<file path="config.mk">
export PLATFORM = sky130hd
export DESIGN_NAME = css_seq
export DESIGN_NICKNAME = d
export VERILOG_FILES = /design/src/css_seq.v /design/src/css_crc.v
export VERILOG_INCLUDE_DIRS = /design/src /design/src/src
export SDC_FILE = /design/constraint.sdc
export NUM_CORES = 1
export LEC_CHECK = 0
export BUFFER_PORTS_ARGS = -buffer_cell sky130_fd_sc_hd__buf_4
export CAP_MARGIN = 20
export CORE_MARGIN = 2
export CORE_UTILIZATION = 58
export CTS_CLUSTER_SIZE = 25
export DETAILED_ROUTE_END_ITERATION = 8
export MAX_ROUTING_LAYER = met4
export PLACE_DENSITY = 0.88
export REMOVE_ABC_BUFFERS = 1
export SLEW_MARGIN = 10
export SYNTH_ARGS = -nofsm -noshare
export SYNTH_HDL_FRONTEND = slang
export SYNTH_SLANG_ARGS = --single-unit
</file>
<file path="constraint.sdc">
create_clock -name clk -period 3.6 [get_ports clk]
set_input_delay 0.36 -clock clk [delete_from_list [all_inputs] [get_ports clk]]
set_output_delay 0.36 -clock clk [all_outputs]
set_load 0.01 [all_outputs]
</file>
<file path="src/css_map.vh">
`ifndef CSS_MAP_VH
`define CSS_MAP_VH
// Phase select encodings (4 bits): 0..6 phase number, 7 = done, keep/skip below
`define CSS_SEL_DONE      4'h7
`define CSS_SEL_KEEP      4'h8
`define CSS_SEL_SKIP_WAIT    4'hF
`define CSS_DONE_DEF      4'h4
`define CSS_GTS_DEF       4'h5
`define CSS_GWE_DEF       4'h6
`define CSS_DONE_STATE    3'h7
// Security levels
`define CSS_SEC_NONE      2'h0
`define CSS_SEC_RB        2'h1
`define CSS_SEC_FULL      2'h2
// Monitor ADC access modes
`define CSS_ADC_FULL      2'h0
`define CSS_ADC_OFF       2'h1
`define CSS_ADC_STATUS    2'h2
// Config port choice
`define CSS_PORT_AUTO     2'h0
`define CSS_PORT_TOP      2'h1
`define CSS_PORT_BOT      2'h2
// Sequence clock select
`define CSS_CLK_CFG       2'h0
`define CSS_CLK_FAB       2'h1
`define CSS_CLK_TEST      2'h2
// Constant placed in the CRC slot when checking is off
`define CSS_CRC_CONST     32'hDEFC9DEF
`define CSS_CRC_POLY      32'h1EDC6F41
`define CSS_CRC_INIT      32'h00000000
`endif

</file>
<file path="src/css_seq.v">
`timescale 1ns/1ps
`include "css_map.vh"
// Function
// Completion driven in selectable phase, default 4
// Pipelined completion waits pin high plus edge
// Output release in selectable phase, default 5
// Write enable in selectable phase, default 6
// Block RAM access blocked before write enable
// Stall in lock phase until clocks lock
// CRC mismatch aborts configuration
// CRC off: constant slot, no check
// Security levels gate readback and reconfiguration
// Live reconfig suppresses hold and set-reset
// Load 32-bit user word for fabric
// Timestamp layout day month year hour min sec
// Test port to scan block optionally blocked
// Monitor ADC test access: full, off, status
// Monitor ADC safe mode during partial reconfig
// Route config port top, bottom or auto
// Key source battery RAM or fuses
// Sequence clock: config, fabric or test clock
// Stall in match phase until impedance matched
// Advance one phase per sequence tick
// Keep setting leaves signal unchanged
module css_seq (
    input  wire        clk,                   // 200 MHz system clock
    input  wire        rstn,                  // Async active-low reset
    // Bitstream word stream
    input  wire        cfg_start,             // Begin a (re)configuration
    input  wire        word_vld,              // Bitstream word valid
    input  wire [31:0] word_data,             // Bitstream word
    input  wire        word_is_crc,           // Word is the CRC slot
    input  wire        word_is_user,          // Word is the user word
    input  wire        word_last,             // Last word before startup
    input  wire        partial,               // This load is partial
    // Bitstream options
    input  wire        crc_enable,            // CRC checking on
    input  wire        completion_pipelining, // Wait on pin before done
    input  wire [3:0]  done_phase_sel,        // Completion phase or keep
    input  wire [3:0]  output_release_phase,  // 3-state release phase
    input  wire [3:0]  write_enable_phase,    // Global write enable phase
    input  wire [3:0]  lock_wait_phase,       // Lock wait phase or skip_wait
    input  wire [3:0]  match_phase,           // Impedance match phase or skip
    input  wire [1:0]  security_level,        // None, readback_lock, full_lock
    input  wire        live_reconfig_option,  // Keep hold/set-reset idle
    input  wire        test_port_disable,     // Block scan after completion
    input  wire [1:0]  monitor_adc_mode,      // Test-port path to ADC
    input  wire        monitor_adc_safe_pr,   // Safe mode in partial loads
    input  wire [1:0]  config_port_choice,    // Auto, top or bottom
    input  wire        key_from_fuse,         // Key source select
    input  wire [1:0]  sequence_clock_select, // Startup tick source
    input  wire        cfg_clk_pin,           // Configuration clock
    input  wire        fabric_clock,          // Fabric-supplied clock
    input  wire        test_port_clock,       // Test-port clock
    input  wire        done_pin,              // Completion pin readback
    input  wire        clocks_locked,         // All clock managers locked
    input  wire        impedance_matched,     // Calibration matched
    input  wire        readback_req,          // Readback requested
    input  wire        auto_port_bottom,      // Auto choice picks bottom
    output reg         done_ff,               // Completion indication
    output reg         tristate_ff,           // Global I/O 3-state active
    output reg         write_enable_ff,       // Global write enable
    output wire        bram_access_en,        // Block RAM read/write allowed
    output reg         interconnect_hold_high,// Global interconnect hold
    output reg         global_set_reset,      // Global set-reset
    output reg         cfg_error_ff,          // CRC abort
    output reg  [31:0] user_word_register,    // Word seen by fabric reader
    output wire        readback_grant,        // Readback allowed
    output wire        reconfig_refused,      // New loads refused
    output wire        scan_path_en,          // Test port to scan block
    output wire        adc_full_en,           // ADC full test access
    output wire        adc_status_en,         // ADC status test access
    output wire        adc_safe_mode,         // ADC in safe mode
    output wire        port_top_sel,          // Top config port active
    output wire        port_bot_sel,          // Bottom config port active
    output wire        key_fuse_sel,          // Key from fuse store
    output reg  [2:0]  phase_ff               // Current startup phase
);
    localparam ST_IDLE  = 2'h0;               // Awaiting a load
    localparam ST_LOAD  = 2'h1;               // Receiving words
    localparam ST_START = 2'h2;               // Startup phases
    localparam ST_ABORT = 2'h3;               // Failed CRC

    reg  [1:0]  state_ff;                     // Main state
    reg  [1:0]  nxt_state;
    reg         rst_m_ff;                     // Reset sync stage 1
    reg         rst_s_ff;                     // Reset sync stage 2
    wire        rst_n;                        // Synchronised reset
    reg  [2:0]  tk_a_ff;                      // Tick source sync chain
    reg  [2:0]  dn_ff;                        // Done pin sync chain
    reg  [2:0]  lk_ff;                        // Lock sync chain
    reg  [2:0]  mt_ff;                        // Match sync chain
    reg         tk_lvl_ff;                    // Accepted tick level
    reg         done_seen_ff;                 // Pin high seen once
    reg         partial_ff;                   // Partial load latched
    reg         ever_cfg_ff;                  // A load has completed
    reg         tick_src;                     // Selected raw tick
    wire        tick;                         // One-cycle startup tick
    wire        done_pin_s;                   // Filtered done pin
    wire        lock_s;                       // Filtered lock
    wire        match_s;                      // Filtered match
    wire [31:0] crc_val;                      // Running CRC
    wire        crc_fold;                     // Fold word into CRC
    wire        stall;                        // Phase held this tick

    // Two-flop reset release
    always @(posedge clk or negedge rstn) begin
        if (!rstn) begin
            rst_m_ff <= 1'b0;
            rst_s_ff <= 1'b0;
        end else begin
            rst_m_ff <= 1'b1;
            rst_s_ff <= rst_m_ff;
        end
    end
    assign rst_n = rst_s_ff;

    // Match a select code against the phase we just entered
    function hit;
        input [3:0] sel;
        input [2:0] ph;
        begin
            hit = (sel[3] == 1'b0) && (sel[2:0] == ph);
        end
    endfunction

    // Tick source mux; all three are foreign to clk
    always @* begin
        case (sequence_clock_select)
            `CSS_CLK_FAB:  tick_src = fabric_clock;
            `CSS_CLK_TEST: tick_src = test_port_clock;
            default:       tick_src = cfg_clk_pin;
        endcase
    end

    // Three-flop input chains; tick level changes when stages 2 and 3 agree, the others read high only with both high
    always @(posedge clk or negedge rst_n) begin
        if (!rst_n) begin
            tk_a_ff   <= 3'h0;
            dn_ff     <= 3'h0;
            lk_ff     <= 3'h0;
            mt_ff     <= 3'h0;
            tk_lvl_ff <= 1'b0;
        end else begin
            tk_a_ff <= {tk_a_ff[1:0], tick_src};
            dn_ff   <= {dn_ff[1:0], done_pin};
            lk_ff   <= {lk_ff[1:0], clocks_locked};
            mt_ff   <= {mt_ff[1:0], impedance_matched};
            if (tk_a_ff[1] == tk_a_ff[2])
                tk_lvl_ff <= tk_a_ff[2];
        end
    end
    // Rising edge of the accepted tick level
    assign tick       = (tk_a_ff[1] == tk_a_ff[2]) && tk_a_ff[2] && !tk_lvl_ff;
    assign done_pin_s = dn_ff[1] & dn_ff[2];
    assign lock_s     = lk_ff[1] & lk_ff[2];
    assign match_s    = mt_ff[1] & mt_ff[2];

    // CRC fold skips the slot itself and is off when checking is off
    assign crc_fold = (state_ff == ST_LOAD) && word_vld && !word_is_crc && crc_enable;

    css_crc u_crc (
        .clk    (clk),
        .rst_n  (rst_n),
        .clr    (cfg_start),
        .en     (crc_fold),
        .data   (word_data),
        .crc_ff (crc_val)
    );

    // Waits hold the phase; a SKIP_WAIT code never matches a phase
    assign stall = (hit(lock_wait_phase, phase_ff) && !lock_s)
                 || (hit(match_phase, phase_ff) && !match_s);

    // Main state transitions
    always @* begin
        nxt_state = state_ff;
        case (state_ff)
            ST_IDLE: begin
                // Full lock refuses any load once one has completed
                if (cfg_start && !(ever_cfg_ff && security_level == `CSS_SEC_FULL))
                    nxt_state = ST_LOAD;
            end
            ST_LOAD: begin
                if (word_vld && word_is_crc && crc_enable && (word_data != crc_val))
                    nxt_state = ST_ABORT;
                else if (word_vld && word_last)
                    nxt_state = ST_START;
            end
            ST_START: begin
                if (phase_ff == `CSS_DONE_STATE)
                    nxt_state = ST_IDLE;
            end
            ST_ABORT: begin
                if (cfg_start)
                    nxt_state = ST_LOAD;
            end
            default: nxt_state = ST_IDLE;
        endcase
    end

    // State, phase counter and user word
    always @(posedge clk or negedge rst_n) begin
        if (!rst_n) begin
            state_ff           <= ST_IDLE;
            phase_ff           <= 3'h0;
            cfg_error_ff       <= 1'b0;
            user_word_register <= 32'h00000000;
            partial_ff         <= 1'b0;
            ever_cfg_ff        <= 1'b0;
            done_seen_ff       <= 1'b0;
        end else begin
            state_ff <= nxt_state;
            if (state_ff != ST_LOAD && nxt_state == ST_LOAD) begin
                phase_ff     <= 3'h0;
                cfg_error_ff <= 1'b0;
                partial_ff   <= partial;
                done_seen_ff <= 1'b0;
            end
            if (nxt_state == ST_ABORT)
                cfg_error_ff <= 1'b1;
            // Word is opaque; timestamp packing is upstream
            if (state_ff == ST_LOAD && word_vld && word_is_user)
                user_word_register <= word_data;
            if (state_ff == ST_START && tick && !stall) begin
                if (phase_ff == 3'h6) begin
                    // Pipelined completion needs pin high, then a further tick
                    if (!completion_pipelining || done_seen_ff)
                        phase_ff <= `CSS_DONE_STATE;
                    else if (done_pin_s)
                        done_seen_ff <= 1'b1;
                end else if (phase_ff != `CSS_DONE_STATE) begin
                    phase_ff <= phase_ff + 3'h1;
                end
            end
            if (state_ff == ST_START && phase_ff == `CSS_DONE_STATE)
                ever_cfg_ff <= 1'b1;
        end
    end

    // Startup outputs change when their phase is entered; keep never matches
    always @(posedge clk or negedge rst_n) begin
        if (!rst_n) begin
            done_ff                <= 1'b0;
            tristate_ff            <= 1'b1;
            write_enable_ff        <= 1'b0;
            interconnect_hold_high <= 1'b0;
            global_set_reset       <= 1'b0;
        end else begin
            if (state_ff != ST_LOAD && nxt_state == ST_LOAD) begin
                // Live reconfig leaves running logic alone
                if (!live_reconfig_option) begin
                    interconnect_hold_high <= 1'b1;
                    global_set_reset       <= 1'b1;
                    write_enable_ff        <= 1'b0;
                    tristate_ff            <= 1'b1;
                    done_ff                <= 1'b0;
                end
            end
            if (state_ff == ST_START) begin
                global_set_reset <= 1'b0;
                if (hit(done_phase_sel, phase_ff))
                    done_ff <= 1'b1;
                if (hit(output_release_phase, phase_ff)) begin
                    tristate_ff            <= 1'b0;
                    interconnect_hold_high <= 1'b0;
                end
                if (hit(write_enable_phase, phase_ff))
                    write_enable_ff <= 1'b1;
            end
        end
    end

    // Block RAMs stay dark until write enable arrives
    assign bram_access_en = write_enable_ff;

    // Security gating of readback and reconfiguration
    assign readback_grant   = readback_req && (security_level == `CSS_SEC_NONE);
    assign reconfig_refused = ever_cfg_ff && (security_level == `CSS_SEC_FULL);

    // Scan path cut only after completion
    assign scan_path_en = !(test_port_disable && done_ff);

    // Monitor ADC test-port modes
    assign adc_full_en   = (monitor_adc_mode == `CSS_ADC_FULL);
    assign adc_status_en = (monitor_adc_mode == `CSS_ADC_FULL) || (monitor_adc_mode == `CSS_ADC_STATUS);
    assign adc_safe_mode = monitor_adc_safe_pr && partial_ff && (state_ff != ST_IDLE);

    // Config port routing; auto follows a hardware hint
    assign port_top_sel = (config_port_choice == `CSS_PORT_TOP)
                       || (config_port_choice == `CSS_PORT_AUTO && !auto_port_bottom);
    assign port_bot_sel = (config_port_choice == `CSS_PORT_BOT)
                       || (config_port_choice == `CSS_PORT_AUTO && auto_port_bottom);

    // Key source
    assign key_fuse_sel = key_from_fuse;
endmodule // css_seq

</file>
<file path="src/css_crc.v">
`timescale 1ns/1ps
`include "css_map.vh"
// Serial-in-word CRC32C accumulator over bitstream words
module css_crc (
    input  wire        clk,
    input  wire        rst_n,
    input  wire        clr,       // Restart accumulation
    input  wire        en,        // Fold in one word
    input  wire [31:0] data,      // Word to fold
    output reg  [31:0] crc_ff     // Running CRC value
);
    // One word per cycle; loop unrolls combinationally
    function [31:0] crc_word;
        input [31:0] c;
        input [31:0] d;
        integer i;
        reg [31:0] r;
        begin
            r = c;
            for (i = 31; i >= 0; i = i - 1)
                r = {r[30:0], 1'b0} ^ ((r[31] ^ d[i]) ? `CSS_CRC_POLY : 32'h00000000);
            crc_word = r;
        end
    endfunction

    // Accumulator register
    always @(posedge clk or negedge rst_n) begin
        if (!rst_n) begin
            crc_ff <= `CSS_CRC_INIT;
        end else if (clr) begin
            crc_ff <= `CSS_CRC_INIT;
        end else if (en) begin
            crc_ff <= crc_word(crc_ff, data);
        end
    end
endmodule // css_crc

</file>
==> impl_metrics.py, run 1 <==
metrics = {
    "routing": {
        "avgRoutedWirePerCell_um": 31.8,
        "drtIter0Drc": 1025,
        "drc": 0,
        "dr_wl_met2_um": 17400,
        "routed_wl_um": 38500,
        "routed_via_density": 6.48,
        "drtPass1Iterations": 5,
        "via_count": 7829,
        "ant_nets": 0,
        "top_layer_used": "met4",
        "wl_met1_um": 12700,
        "met3_length_um": 4740,
    },
    "global_route": {
        "grt-ovfl-total": 0,
        "grt_pass1_wl_um": 45100,
        "grt_pass1_vias": 7434,
        "grt_max_degree": 78,
        "antenna_found_initial": 2,
        "track_usage_pct": 43.8,
    },
    "logic_synthesis": {
        "yosysTopAreaCellShare_pct": 28.5,
        "synth_edf_count": 0,
        "synth-seq-cells": 93,
        "yosys.area.top_type": "dfrtp_1",
        "syn_inst": 636,
        "synth-main-ff-cell": "dfrtp_1",
        "seq_area_frac_synth_pct": 28.8,
        "async_flop_share_pct": 100,
        "yosysMostFrequentCell": "xnor2_1",
        "yosysWarnings": 0,
        "yosysUniqueCellTypes": 42,
        "synth_top_cells_by_count": "xnor2_1 (156), dfrtp_1 (92), xnor3_1 (57)",
        "netlist_area_um2": 8080,
        "yosys-top-cells-area": "dfrtp_1 (29%), xnor2_1 (17%), xnor3_1 (16%)",
        "synth_area_per_cell_um2": 12.7,
    },
    "critical_path": {
        "cp_cell_sequence": "xnor2_4 > buf_4 > buf_4 > xnor3_1 > xnor3_1 > xnor2_1 > buf_4 > xnor3_1 > xnor3_1 > buf_4 > xor2_4 > buf_4 > xnor2_1 > xnor2_2 > xor2_2 > a21oi_2",
        "critPathKind": "flip-flop to flip-flop",
        "crit_top_cell": "buf_4",
        "required_ns": 3.90,
        "cp-endpoint": "u_crc.crc_ff[29]",
        "cp_num_buf_inv": 5,
        "crit_family": "XOR/XNOR gates",
        "critPathLaunchType": "flip-flop",
        "cp_slowest_cell": "xnor2_1",
        "r2r-end": "u_crc.crc_ff[29]",
        "worstReg2RegStart": "u_crc.crc_ff[26]",
        "startpoint": "u_crc.crc_ff[26]",
        "worstPathMaxFanout": 3,
        "worst_setup_path_end_kind": "flip-flop",
        "reg2reg_slack_ns": -1.31,
        "critical_path_arrival_ns": 5.21,
        "crit_path_max_incr_delay_ns": 0.54,
        "reg2reg_depth": 16,
        "cp_num_cells": 16,
    },
    "floorplan": {
        "die_w_um": 122,
        "dieArea_um2": 14900,
        "io-pin-count": 133,
        "start_util_pct": 58.9,
        "core_area_um2": 13700,
        "die_h_um": 122,
        "rows": 43,
    },
    "timing": {
        "worst_clock_skew_ns": 0.0147,
        "setup_viol_count_final": 33,
        "grt_setup_unrepaired": "yes",
        "setup_tns_ns": -35.15,
        "worst_slew_pin_slew_ns": 1.16,
        "hold_viol": 0,
        "finalCriticalPeriod_ns": 4.91,
        "fmax_mhz": 204,
        "slew_headroom_pct": 21.9,
        "fin_ws_ns": -1.31,
        "slew_viol_final": 0,
        "fin_crit_sh_pct": 136,
    },
    "cts": {
        "cts_tree": "yes",
        "clk_pin_slew_ns": 0.08,
        "numCtsBuffers": 9,
        "clockRootBuffer": "clkbuf_16",
        "cts_max_path_buffers": 2,
        "cts.sink_count": 93,
        "clk_latency_ns": 0.38,
        "cts_max_level": 3,
    },
    "place": {
        "place_congestion": 1.02,
        "io_buffers": 130,
        "dp_hpwl_um": 19700,
    },
    "outcome": {
        "violations": "negative setup slack",
        "status": "complete, but fails checks",
    },
    "final_layout": {
        "final_nets": 1110,
        "area_delta_synth_final_pct": 55.3,
        "drive_gt1_share_pct": 57.8,
    },
    "hold_path": {
        "worstHoldPathType": "input port to flip-flop",
    },
    "flow_run": {
        "max_cap_violations": 0,
    },
}
[through the flow]
step | setup slack (ns) | hold slack [ns] | cells | area, um^2 | utilization (%)
2_1_floorplan | -1.18 | 0.0644 | 617 | 7990 | -
3_3_place_gp | -1.17 | 0.143 | 1119 | 10700 | 77.9
3_5_place_dp | -1.25 | 0.144 | 1119 | 10700 | 77.9
4_1_cts | -0.952 | 0.102 | 1164 | 11900 | 86.5
5_1_grt | -1.33 | 0.0941 | 1209 | 12500 | 91.4
6_report | -1.31 | 0.102 | 1209 | 12500 | 91.4
[how the worst min path moves through the flow]
stage / startpoint / to / slack, ns / cells past startpoint
after floorplan: rstn / rst_m_ff / 0.06 / 0
after global placement: rstn / rst_m_ff / 0.14 / 1
after CTS: done_pin / dn_ff[0] / 0.10 / 1
after global routing: done_pin / dn_ff[0] / 0.09 / 1
after detailed placement: rstn / rst_n / 0.14 / 1
final: clocks_locked / lk_ff[0] / 0.10 / 1
[layer usage]
metal  up-vias  global-route usage (%)
li1       2917                       -
met5         -                       -
met1      3779                    52.8
met2       814                    70.2
met3       319                    7.91
met4         0                    23.6
[timing repair]
item / 4_1_cts / 5_1_grt
hold endpoints to repair: 2 / 0
pin swaps: 64 / 51
setup buffers: 30 / 45
hold buffers: 1 / 0
endpoints found under the setup margin: 32 / 32
gates resized for setup: 100 / 66
[cell type report]
type | count | area, um^2
inverters | 10 | 37.5
fillers | 421 | 1170
clock buffers | 11 | 243
repair buffers | 394 | 3220
clock inverters | 5 | 66.3
multi-input cells | 514 | 6410
flip-flops and latches | 93 | 2340
well taps | 180 | 225
diodes | 2 | 5.00
[cell usage in the layout (no fill, tap or decap), types with 3 or more instances in the layout]
cell	Yosys	routed
buf_4	3	349
xnor2_1	156	119
dfrtp_1	92	87
xor2_1	53	41
xnor3_1	57	41
mux2_2	34	34
xnor2_2	18	33
buf_6	0	32
xnor2_4	9	31
xnor3_2	13	29
o21ai_0	27	27
nor2_1	20	19
nand2_1	19	18
a21oi_2	0	18
xor2_2	4	13
a21oi_1	30	12
inv_1	10	10
nand4_1	9	9
clkbuf_16	0	9
nand3_1	7	7
buf_12	0	7
xor2_4	3	6
xor3_2	3	6
ha_1	6	6
xor3_1	8	5
a211oi_2	0	5
buf_8	0	4
dfrtp_2	0	4
or3_1	3	3
nand2b_1	3	3
o21a_1	3	3
a211oi_1	8	3
[registers in the layout, indices dropped and copies added, names as in the netlist, 2 cells and up]
register,cells
state_ff,2
dn_ff,3
mt_ff,3
user_word_register,32
tk_a_ff,3
phase_ff,3
lk_ff,3
u_crc.crc_ff,32
[cells by family after synthesis]
| logic type | after synthesis | synth area share (%) |
|---|---|---|
| AOI/OAI and AO/OA | 75 | 5.30 |
| buffers and inverters | 29 | 1.49 |
| adders and majority gates | 6 | 0.930 |
| xor gates and xnor gates | 324 | 54.2 |
| other | 1 | 0.0464 |
| muxes | 34 | 4.74 |
| and+or+nand+nor | 74 | 4.46 |
| DFF | 93 | 28.8 |
Power of run 1 is not shown: default switching activity piles up to over one toggle a cycle in this logic, so the estimate is an artifact.
==> inputs of run 2 (changes only) <==
Settings changed: BUFFER_PORTS_ARGS -buffer_cell sky130_fd_sc_hd__buf_4 to -buffer_cell sky130_fd_sc_hd__buf_2.
==> impl_metrics.py, run 2 (synthesis gave the netlist of run 1 again) <==
metrics = {
    "global_route": {
        "track_usage_pct": 42.9,
        "grt_pass1_vias": 7297,
        "grt-ovfl-total": 0,
        "grt_max_degree": 77,
        "antenna_found_initial": 0,
        "grt_pass1_wl_um": 44400,
    },
    "routing": {
        "via_count": 7579,
        "routed_wl_um": 36300,
        "drtPass1Iterations": 5,
        "drc": 0,
        "drtIter0Drc": 837,
        "routed_via_density": 6.27,
        "avgRoutedWirePerCell_um": 30.0,
        "ant_nets": 0,
    },
    "critical_path": {
        "cp_num_buf_inv": 4,
        "required_ns": 3.81,
        "cp_cell_sequence": "xnor2_4 > buf_6 > xnor3_1 > xor3_2 > buf_6 > xnor3_1 > xnor3_2 > xnor3_1 > xnor3_2 > xnor3_2 > xnor3_2 > buf_4 > buf_6 > xnor2_2 > a21oi_1",
        "crit_top_cell": "xnor3_2",
        "cp_slowest_cell": "xnor3_2",
        "worst_setup_path_end_kind": "flip-flop",
        "worstPathMaxFanout": 4,
        "crit_family": "XOR/XNOR gates",
        "critPathKind": "flip-flop to flip-flop",
        "crit_path_max_incr_delay_ns": 0.57,
        "critical_path_arrival_ns": 5.14,
        "reg2reg_slack_ns": -1.33,
        "critPathLaunchType": "flip-flop",
    },
    "timing": {
        "worst_slew_pin_slew_ns": 0.999,
        "fmax_mhz": 203,
        "worst_clock_skew_ns": 0.0104,
        "slew_headroom_pct": 33.4,
        "hold_viol": 0,
        "finalCriticalPeriod_ns": 4.93,
        "fin_crit_sh_pct": 137,
        "setup_viol_count_final": 32,
        "slew_viol_final": 0,
        "fin_ws_ns": -1.33,
        "hold_ws_ns": 0.104,
        "grt_setup_unrepaired": "yes",
    },
    "floorplan": {
        "rows": 43,
        "io-pin-count": 133,
        "die_h_um": 122,
        "dieArea_um2": 14900,
        "die_w_um": 122,
        "core_area_um2": 13700,
        "start_util_pct": 58.9,
    },
    "cts": {
        "cts_max_level": 3,
        "numCtsBuffers": 9,
        "cts_tree": "yes",
        "cts.sink_count": 93,
        "clk_pin_slew_ns": 0.07,
        "clk_latency_ns": 0.37,
        "cts_max_path_buffers": 2,
        "clockRootBuffer": "clkbuf_16",
    },
    "place": {
        "dp_cells": 1126,
        "dp_hpwl_um": 20000,
        "io_buffers": 130,
        "placedInstanceArea_um2": 10400,
        "place_congestion": 0.957,
    },
    "outcome": {
        "violations": "negative setup slack",
        "status": "complete, but fails checks",
    },
    "flow_run": {
        "max_cap_violations": 0,
    },
    "final_layout": {
        "area_delta_synth_final_pct": 52.4,
        "final_cell_mix": "buf_4 (211), buf_2 (130), xnor2_1 (113)",
        "final_common_cell": "buf_4",
        "final_area_um2": 12300,
        "final_nets": 1110,
        "top_regs": "u_crc.crc_ff x32, user_word_register x32",
        "drive_gt1_share_pct": 59.0,
        "finalNonFillerCells": 1208,
        "post-route-util_pct": 89.7,
    },
    "hold_path": {
        "worstHoldPathType": "input port to flip-flop",
    },
}
-- run 2: cell count changes in the layout (fill, tap and decap cells not counted), sizes merged --
cell,before,now
clkinv,1,0
diode,2,1
inv,12,13
-- run 2: cell type report --
type                       count  area, um^2
antenna                        1        2.50
multi-input combinational    514        6530
sequential                    93        2340
clock inverter                 5        63.8
inverter                      10        37.5
timing repair buffer         394        2860
tap                          180         225
fill                         488        1420
clock buffer                  11         253
-- run 2: worst paths after layout --
path	start	cells after the start	endpoint
setup / recovery	u_crc.crc_ff[25]	15	u_crc.crc_ff[25]
hold / removal	impedance_matched	1	mt_ff[0]
setup reg to reg	u_crc.crc_ff[25]	15	u_crc.crc_ff[25]
hold reg to reg	mt_ff[0]	0	mt_ff[1]
max in group asynchronous	rst_n	1	u_crc.crc_ff[30]
min in group asynchronous	rstn	2	rst_n
-- run 2: through the flow --
step | worst slack [ns] | TNS, ns
floorplan | -1.18 | -22.47
global placement | -1.01 | -24.02
detailed placement | -1.06 | -26.34
CTS | -0.898 | -20.62
global route | -1.37 | -35.33
finish | -1.33 | -34.22
-- run 2: worst reg2reg max path: stages (launching register included) --
cell and delay, ns:
dfrtp_2 0.46, xnor2_4 0.26, buf_6 0.15, xnor3_1 0.41
xor3_2 0.54, buf_6 0.15, xnor3_1 0.22, xnor3_2 0.31
xnor3_1 0.49, xnor3_2 0.57, xnor3_2 0.33, xnor3_2 0.41
buf_4 0.16, buf_6 0.12, xnor2_2 0.13, a21oi_1 0.09
-- run 2: layer usage --
metal / wire length, um / vias up / track usage (%)
li1: - / 2913 / -
met1: 11700 / 3606 / 50.5
met2: 17000 / 741 / 70.3
met3: 3590 / 319 / 7.87
met4: 3990 / 0 / 22.6
met5: 0 / - / -
-- run 2: timing repair --
action | CTS | global route
setup endpoints to repair | 32 | 32
hold endpoints to repair | 2 | 0
buffers inserted | 41 | 37
resized for setup | 131 | 66
pin swaps | 74 | 58
hold buffers | 1 | 0
gates cloned | 0 | 0
Power of run 2 is left out for the same reason.
